**config.mk**
```make
export PLATFORM = sky130hd
export DESIGN_NAME = dtwd_ctl
export DESIGN_NICKNAME = d
export VERILOG_FILES = /design/src/core/dtwd_half_delay.v /design/src/core/dtwd_ctl.v
export VERILOG_INCLUDE_DIRS = /design/src /design/src/core
export SDC_FILE = /design/constraint.sdc
export NUM_CORES = 1
export LEC_CHECK = 0
export BUFFER_PORTS_ARGS = -buffer_cell sky130_fd_sc_hd__buf_2
export CORE_MARGIN = 2
export CORE_UTILIZATION = 45
export DETAILED_ROUTE_END_ITERATION = 6
export GPL_ROUTABILITY_DRIVEN = 0
export PLACE_DENSITY = 0.66
export SKIP_CTS_REPAIR_TIMING = 1
export SYNTH_ARGS = -nofsm -noshare
export SYNTH_HDL_FRONTEND = slang
export SYNTH_SLANG_ARGS = --single-unit
```
**constraint.sdc**
```tcl
create_clock -name clk_in -period 2.75 [get_ports clk_in]
set_input_delay 0.6875 -clock clk_in [delete_from_list [all_inputs] [get_ports clk_in]]
set_output_delay 0.6875 -clock clk_in [all_outputs]
set_load 0.1 [all_outputs]
```
**src/core/dtwd_defines.vh**
```
// register map, field positions, reset values and timing counts
`ifndef DTWD_DEFINES_VH
`define DTWD_DEFINES_VH
`define DTWD_THROT_OFS 12'h0A4
`define DTWD_MISC2_OFS 12'h0A8
`define DTWD_REFINT_OFS 12'h0B0
`define DTWD_THROT_RESET 32'h0000_0000
`define DTWD_MISC2_RESET 32'h0000_0000
`define DTWD_THR_MODE_LSB 12
`define DTWD_THR_MODE_MSB 14
`define DTWD_THR_BWCAP_BIT 11
`define DTWD_THR_SENSE_BIT 8
`define DTWD_M2_WRDLY_LSB 16
`define DTWD_M2_WRDLY_MSB 18
`define DTWD_M2_CS_LSB 8
`define DTWD_M2_CS_MSB 15
`define DTWD_REFI_78_BIT 0
`define DTWD_WINDOW_CLKS 100
`define DTWD_AXI_OKAY 2'h0
`define DTWD_AXI_DECERR 2'h3
`endif

```
**src/core/dtwd_half_delay.v**
```verilog
// write-data launch delay line in half-clock steps
`timescale 1ns/100ps
module dtwd_half_delay #(
    parameter W = 32
) (
    input wire clk_in,
    input wire srst_in,
    input wire ce_in,
    input wire [2:0] sel_in,
    input wire valid_in,
    input wire [W-1:0] data_in,
    output reg valid_out,
    output reg [W-1:0] data_out
);
    // pos stage taps whole clocks, neg stage adds the half step
    reg [W:0] p1_r;
    reg [W:0] p2_r;
    reg [W:0] n0_r;
    reg [W:0] n1_r;
    wire [W:0] in_w;
    assign in_w = {valid_in, data_in};
    always @(posedge clk_in) begin
        if (srst_in) begin
            p1_r <= {(W+1){1'b0}};
            p2_r <= {(W+1){1'b0}};
        end else if (ce_in) begin
            p1_r <= in_w;
            p2_r <= p1_r;
        end
    end
    // 1.5 tap is the half step after the one-clock tap
    always @(negedge clk_in) begin
        if (srst_in) begin
            n0_r <= {(W+1){1'b0}};
            n1_r <= {(W+1){1'b0}};
        end else if (ce_in) begin
            n0_r <= in_w;
            n1_r <= p1_r;
        end
    end
    always @* begin
        case (sel_in)
            3'h1: {valid_out, data_out} = n0_r;
            3'h2: {valid_out, data_out} = p1_r;
            3'h3: {valid_out, data_out} = n1_r;
            3'h4: {valid_out, data_out} = p2_r;
            default: {valid_out, data_out} = in_w;
        endcase
    end
endmodule // dtwd_half_delay

```
**src/core/dtwd_ctl.v**
```verilog
// thermal response, write-data delay and control-word chip selects
// Contract
// the alert input only counts while thermal sensing is enabled.
// sensed alert doubles refresh rate when interval is 7.8 us.
// sensed alert throttles commands per the 3-bit setting.
// write data to the phy is delayed 0, 0.5, 1, 1.5 or 2 clocks.
// software writes only 000b to 100b into the delay field.
// software picks the delay from the read pointer start value.
// for start 0100b software picks 001b if perf state nonzero else 010b.
// the chip-select field picks chip selects for control words.
// throttle averages over 100 clocks; setting 000b disables it.
// bandwidth cap applies throttling regardless of the alert.
// the alert pin is active low.
//
// Our own choice: the AXI4-Lite register port.
`timescale 1ns/100ps
`include "dtwd_defines.vh"
module dtwd_ctl #(
    parameter DW = 32
) (
    input wire clk_in,
    input wire srst_in,
    input wire ce_in,
    input wire [11:0] s_axi_awaddr,
    input wire s_axi_awvalid,
    output wire s_axi_awready,
    input wire [31:0] s_axi_wdata,
    input wire [3:0] s_axi_wstrb,
    input wire s_axi_wvalid,
    output wire s_axi_wready,
    output reg [1:0] s_axi_bresp,
    output reg s_axi_bvalid,
    input wire s_axi_bready,
    input wire [11:0] s_axi_araddr,
    input wire s_axi_arvalid,
    output wire s_axi_arready,
    output reg [31:0] s_axi_rdata,
    output reg [1:0] s_axi_rresp,
    output reg s_axi_rvalid,
    input wire s_axi_rready,
    input wire thermal_alert_n_in,
    input wire send_control_word_in,
    input wire [7:0] rank_cs_in,
    output wire [7:0] cs_sel_out,
    input wire wr_valid_in,
    input wire [DW-1:0] wr_data_in,
    output wire phy_wr_valid_out,
    output wire [DW-1:0] phy_wr_data_out,
    output reg thermal_active_out,
    output reg refresh_double_out,
    output reg throttle_active_out,
    output reg [2:0] command_throttle_setting_out,
    output reg cmd_allow_out
);
    reg [31:0] throt_r;
    reg [31:0] misc2_r;
    reg refi_78_r;
    reg [2:0] alert_sync_r;
    reg alert_n_r;
    reg [11:0] aw_addr_r;
    reg aw_have_r;
    reg [31:0] w_data_r;
    reg [3:0] w_strb_r;
    reg w_have_r;
    reg [6:0] win_cnt_r;
    reg [6:0] used_cnt_r;
    reg [6:0] quota;
    wire thermal_sensing_enable;
    wire bandwidth_cap_enable;
    wire [2:0] command_throttle_setting;
    wire [2:0] write_data_launch_delay;
    wire [7:0] control_word_chip_selects;
    wire alert_seen;
    wire throttle_on;
    wire do_write;
    wire [31:0] wmask;

    assign thermal_sensing_enable = throt_r[`DTWD_THR_SENSE_BIT];
    assign bandwidth_cap_enable = throt_r[`DTWD_THR_BWCAP_BIT];
    assign command_throttle_setting =
        throt_r[`DTWD_THR_MODE_MSB:`DTWD_THR_MODE_LSB];
    assign write_data_launch_delay =
        misc2_r[`DTWD_M2_WRDLY_MSB:`DTWD_M2_WRDLY_LSB];
    assign control_word_chip_selects =
        misc2_r[`DTWD_M2_CS_MSB:`DTWD_M2_CS_LSB];

    // alert pin through three flops, change taken when 2nd and 3rd agree
    always @(posedge clk_in) begin
        if (srst_in) begin
            alert_sync_r <= 3'h7;
            alert_n_r <= 1'b1;
        end else if (ce_in) begin
            alert_sync_r <= {alert_sync_r[1:0], thermal_alert_n_in};
            if (alert_sync_r[1] == alert_sync_r[2]) begin
                alert_n_r <= alert_sync_r[2];
            end
        end
    end

    assign alert_seen = thermal_sensing_enable & ~alert_n_r; // see R1
    assign throttle_on = (alert_seen | bandwidth_cap_enable)
        & (command_throttle_setting != 3'h0);

    // axi-lite write: address and data taken in either order
    assign s_axi_awready = ~aw_have_r & ~s_axi_bvalid;
    assign s_axi_wready = ~w_have_r & ~s_axi_bvalid;
    assign do_write = aw_have_r & w_have_r & ~s_axi_bvalid;
    assign wmask = {{8{w_strb_r[3]}}, {8{w_strb_r[2]}},
        {8{w_strb_r[1]}}, {8{w_strb_r[0]}}};
    assign s_axi_arready = ~s_axi_rvalid;

    always @(posedge clk_in) begin
        if (srst_in) begin
            aw_have_r <= 1'b0;
            w_have_r <= 1'b0;
            aw_addr_r <= 12'h000;
            w_data_r <= 32'h0000_0000;
            w_strb_r <= 4'h0;
            s_axi_bvalid <= 1'b0;
            s_axi_bresp <= `DTWD_AXI_OKAY;
            throt_r <= `DTWD_THROT_RESET;
            misc2_r <= `DTWD_MISC2_RESET;
            refi_78_r <= 1'b0;
        end else if (ce_in) begin
            if (s_axi_awvalid && s_axi_awready) begin
                aw_have_r <= 1'b1;
                aw_addr_r <= s_axi_awaddr;
            end
            if (s_axi_wvalid && s_axi_wready) begin
                w_have_r <= 1'b1;
                w_data_r <= s_axi_wdata;
                w_strb_r <= s_axi_wstrb;
            end
            if (s_axi_bvalid && s_axi_bready) begin
                s_axi_bvalid <= 1'b0;
            end
            if (do_write) begin
                aw_have_r <= 1'b0;
                w_have_r <= 1'b0;
                s_axi_bvalid <= 1'b1;
                s_axi_bresp <= `DTWD_AXI_OKAY;
                if (aw_addr_r[11:2] == `DTWD_THROT_OFS >> 2) begin
                    // only mode, cap and enable bits are writable
                    throt_r <= (throt_r & ~wmask)
                        | (w_data_r & wmask & 32'h0000_7900);
                end else if (aw_addr_r[11:2] == `DTWD_MISC2_OFS >> 2) begin
                    misc2_r <= (misc2_r & ~wmask)
                        | (w_data_r & wmask & 32'h0007_FF00);
                end else if (aw_addr_r[11:2] == `DTWD_REFINT_OFS >> 2) begin
                    if (w_strb_r[0]) begin
                        refi_78_r <= w_data_r[`DTWD_REFI_78_BIT];
                    end
                end else begin
                    s_axi_bresp <= `DTWD_AXI_DECERR;
                end
            end
        end
    end

    // axi-lite read, one cycle after address taken
    always @(posedge clk_in) begin
        if (srst_in) begin
            s_axi_rvalid <= 1'b0;
            s_axi_rdata <= 32'h0000_0000;
            s_axi_rresp <= `DTWD_AXI_OKAY;
        end else if (ce_in) begin
            if (s_axi_rvalid && s_axi_rready) begin
                s_axi_rvalid <= 1'b0;
            end
            if (s_axi_arvalid && s_axi_arready) begin
                s_axi_rvalid <= 1'b1;
                s_axi_rresp <= `DTWD_AXI_OKAY;
                if (s_axi_araddr[11:2] == `DTWD_THROT_OFS >> 2) begin
                    s_axi_rdata <= throt_r;
                end else if (s_axi_araddr[11:2] == `DTWD_MISC2_OFS >> 2) begin
                    s_axi_rdata <= misc2_r;
                end else if (s_axi_araddr[11:2] == `DTWD_REFINT_OFS >> 2) begin
                    // status: live alert, throttle and refresh state
                    s_axi_rdata <= {28'h0000000, refresh_double_out,
                        throttle_active_out, alert_seen, refi_78_r};
                end else begin
                    s_axi_rdata <= 32'h0000_0000;
                    s_axi_rresp <= `DTWD_AXI_DECERR;
                end
            end
        end
    end

    // percentage quota of allowed commands per 100-clock window
    always @* begin
        case (command_throttle_setting)
            3'h1: quota = 7'd70;
            3'h2: quota = 7'd50;
            3'h3: quota = 7'd40;
            3'h4: quota = 7'd30;
            3'h5: quota = 7'd20;
            3'h6: quota = 7'd10;
            3'h7: quota = 7'd0;
            default: quota = 7'd100;
        endcase
    end

    // window counter; commands allowed while used < quota
    always @(posedge clk_in) begin
        if (srst_in) begin
            win_cnt_r <= 7'd0;
            used_cnt_r <= 7'd0;
            cmd_allow_out <= 1'b1;
            thermal_active_out <= 1'b0;
            refresh_double_out <= 1'b0;
            throttle_active_out <= 1'b0;
            command_throttle_setting_out <= 3'h0;
        end else if (ce_in) begin
            thermal_active_out <= alert_seen;
            refresh_double_out <= alert_seen & refi_78_r;
            throttle_active_out <= throttle_on;
            command_throttle_setting_out <= command_throttle_setting;
            if (win_cnt_r == `DTWD_WINDOW_CLKS - 1) begin
                win_cnt_r <= 7'd0;
                used_cnt_r <= 7'd0;
            end else begin
                win_cnt_r <= win_cnt_r + 7'd1;
                if (cmd_allow_out) begin
                    used_cnt_r <= used_cnt_r + 7'd1;
                end
            end
            cmd_allow_out <= ~throttle_on
                | (used_cnt_r + 7'd1 < quota);
        end
    end

    // chip selects for control-word programming
    genvar g;
    generate
        for (g = 0; g < 8; g = g + 1) begin : g_cs
            assign cs_sel_out[g] = send_control_word_in
                ? control_word_chip_selects[g] : rank_cs_in[g];
        end
    endgenerate

    dtwd_half_delay #(
        .W(DW)
    ) u_dly (
        .clk_in(clk_in),
        .srst_in(srst_in),
        .ce_in(ce_in),
        .sel_in(write_data_launch_delay),
        .valid_in(wr_valid_in),
        .data_in(wr_data_in),
        .valid_out(phy_wr_valid_out),
        .data_out(phy_wr_data_out)
    );
endmodule // dtwd_ctl

```
==> impl_metrics.env <==
export IMPL_ys_ff_latch=286
export IMPL_core_area_mm2=0.0250
export IMPL_syn2layout_area_growth_pct=37.9
export IMPL_clock_sinks=286
export IMPL_ys_top_cells_by_area="dfxtp_1 50%, a21oi_1 7.6%, nand2b_1 7.6%, a22oi_1 6.4%, nand2_1 5.3%"
export IMPL_cp_cell_sequence="a22oi_2 > nand3_4 > buf_12"
export IMPL_cts_tree="done"
export IMPL_violations="negative setup slack"
export IMPL_drtIter0Drc=548
export IMPL_finClkSkew_ns=0.0560
export IMPL_syn_mean_instance_area_um2=8.99
export IMPL_rsz0062_at_grt="true"
export IMPL_final_common_cell="dfxtp_1"
export IMPL_seq_area_frac_synth_pct=50.1
export IMPL_final_net_count=1637
export IMPL_yosys_warnings=0
export IMPL_power_leakage_nw=6.52
export IMPL_hold_slack_ns=0.370
export IMPL_synth_top_family_by_area="simple AND/OR/NAND/NOR gates"
export IMPL_via_per_inst=5.19
export IMPL_gr_usage_all_layers_pct=21.2
export IMPL_dpl_cell_area_mm2=0.0144
export IMPL_hold_violations=0
export IMPL_final_area_mm2=0.0158
export IMPL_busiest_layer="met2"
export IMPL_hold_path_class="in -> reg"
export IMPL_synth_ff_type="dfxtp_1"
export IMPL_antenna_found_initial=2
export IMPL_crit_buf_inv=1
export IMPL_yosys_area_top_type="dfxtp_1"
export IMPL_layout_common_cells="250 x dfxtp_1, 173 x a21oi_1, 140 x buf_2"
export IMPL_synthSimpleGateAreaFrac_pct=23.5
export IMPL_regArea_mm2=0.00577
export IMPL_cp_arrival_ns=2.81
export IMPL_clkTransAtPathRegs_ns=0.06
export IMPL_worst_pin_slew_ns=0.832
export IMPL_startpoint_type="flip-flop"
export IMPL_synth_cells=1271
export IMPL_multiInputGateArea_mm2=0.00614
export IMPL_dr_total_vias=9729
export IMPL_drtPass1Iterations=5
export IMPL_path_max_fanout=2
export IMPL_rr_worst_depth=8
export IMPL_routedWlPerCell_um=15.2
export IMPL_die_x_um=163
export IMPL_use_met2_pct=35.0
export IMPL_num_rows=58
export IMPL_worstSetupEndpointType="primary output"
export IMPL_use_met3_pct=3.02
export IMPL_grt_overflow_total=0
export IMPL_clk_insertion_delay_late_ns=0.60
export IMPL_drc_errors=0
export IMPL_hpwl_um=18900
export IMPL_drive_gt1_share_pct=31.7
export IMPL_pwr_density_cell_mw_per_mm2=629
export IMPL_synth_mux_area_share_pct=2.91
export IMPL_die_h_um=163
export IMPL_io_buffers=175
export IMPL_slew_headroom_pct=44.1
export IMPL_slew_viol_final=0
export IMPL_dieArea_mm2=0.0267
export IMPL_synth_xor_area_share_pct=0.920
export IMPL_cts_htree_levels=1
export IMPL_setup_viol=33
export IMPL_grt_max_degree=97
export IMPL_grt_use_met1_pct=29.6
export IMPL_first_global_vias=9291
export IMPL_cap_violations=0
export IMPL_slowest_delay_ns=0.32
export IMPL_status="complete, but fails checks"
export IMPL_postSynth_asyncResetShare_pct=0
export IMPL_nFillCells=2083
export IMPL_numCtsBuffers=30
export IMPL_syn_nets=1389
export IMPL_synth_enable_flop_cells=0
export IMPL_ant_nets=0
export IMPL_ios=200
export IMPL_initial_utilization_pct=45.6
export IMPL_yosys_area_share_adder_pct=0.767
export IMPL_whs_path_depth=2
export IMPL_root_buffer="clkbuf_16"
export IMPL_syn_cell_area_mm2=0.0114
export IMPL_synth_compound_area_share_pct=18.2
export IMPL_slowest_stage="dfxtp_2"
export IMPL_routed_wl_um=28500
export IMPL_yosys_cell_types_count=52
export IMPL_crit_family="flip-flops"
export IMPL_critPathRequiredTime_ns=2.06
export IMPL_worstSetupPathType="reg -> out"
export IMPL_grt_pass1_wl_um=46900
export IMPL_fin_ws_ns=-0.745
export IMPL_vdd_ir_drop_max_uv=497
export IMPL_clockBufferDepth=3
export IMPL_worstSetupPathDepth=3
export IMPL_synth_top_area_share_pct=50.1
## report_power, final
group	switching, mW	total, mW	leakage [nW]	internal, mW
clock network	1.88	4.53	0.867	2.65
logic	0.630	1.02	3.31	0.386
registers	0.0910	4.36	2.34	4.27
total	2.60	9.91	6.52	7.31
## cell usage after synthesis (4+ instances only)
cell / instances
buf_4: 6
nor2b_1: 10
buf_2: 15
dfxtp_1: 286
inv_1: 4
xor2_1: 5
o21ai_0: 4
and3b_1: 6
nand4_1: 4
ha_1: 7
mux2_2: 10
a22o_1: 33
nand2_1: 160
nor3b_1: 10
and2_1: 41
mux2i_1: 22
xnor2_1: 7
nand2b_1: 138
nor2_1: 70
a21oi_1: 173
nand3b_1: 7
nor3_1: 4
a22oi_1: 97
nand3_1: 37
clkbuf_1: 71
## final cells by class
cell class	instances	area share (%)
sequential	286	36.6
inverter	3	0.0715
antenna	2	0.0318
multi-input combinational	887	39.0
clock inverter	78	2.38
clock buffer	44	5.78
tap	330	2.62
timing repair buffer	245	13.5
## logic make-up after synthesis
family | count (synthesis)
AO/OA/AOI/OAI | 328
XOR/XNOR | 12
adder cells (fa/ha/maj) | 7
buffers and inverters | 98
flip-flops | 286
multiplexers | 32
AND/OR/NAND/NOR | 508
## layer usage
metal	share of wire, %	vias to the layer above
met1	46	4600
met2	48	185
met3	4.3	41
met4	1.9	0
li1	-	4903
met5	0	-
## state kept, by name, summed over array words and instances, names as in the netlist, 3 cells and up, named ones only
register	flops
u_dly.n0_r	33
u_dly.n1_r	33
u_dly.p1_r	33
u_dly.p2_r	33
s_axi_rdata	32
throt_r	27
misc2_r	21
w_data_r	12
aw_addr_r	10
used_cnt_r	7
win_cnt_r	7
w_strb_r	4
alert_sync_r	3
command_throttle_setting_out	3
## through the flow
stage	setup slack [ns]	util [%]	power, mW	setup TNS, ns	instances
after floorplan	-0.101	-	5.25	-8.22	1271
after global placement	-0.131	57.6	5.59	-5.30	1751
after detailed placement	-0.131	57.6	5.61	-6.32	1751
after CTS	-0.753	62.7	10.0	-23.69	1872
after global routing	-0.798	62.9	10.3	-24.87	1873
final	-0.745	62.9	9.91	-22.81	1875
## final timing paths
path / start / end / slack [ns]
worst max-delay path: u_dly.n1_r[27]$_SDFFE_NP0P_ / phy_wr_data_out[27] / -0.74
worst min-delay path: thermal_alert_n_in / alert_sync_r[0]$_SDFFE_PP1P_ / 0.37
worst max register to register: used_cnt_r[0]$_SDFFE_PP0P_ / cmd_allow_out$_SDFFE_PP1P_ / 0.49
worst min register to register: w_data_r[10]$_SDFFE_PP0P_ / w_data_r[10]$_SDFFE_PP0P_ / 0.46
Note: power is estimated with default switching activity, not from simulation.
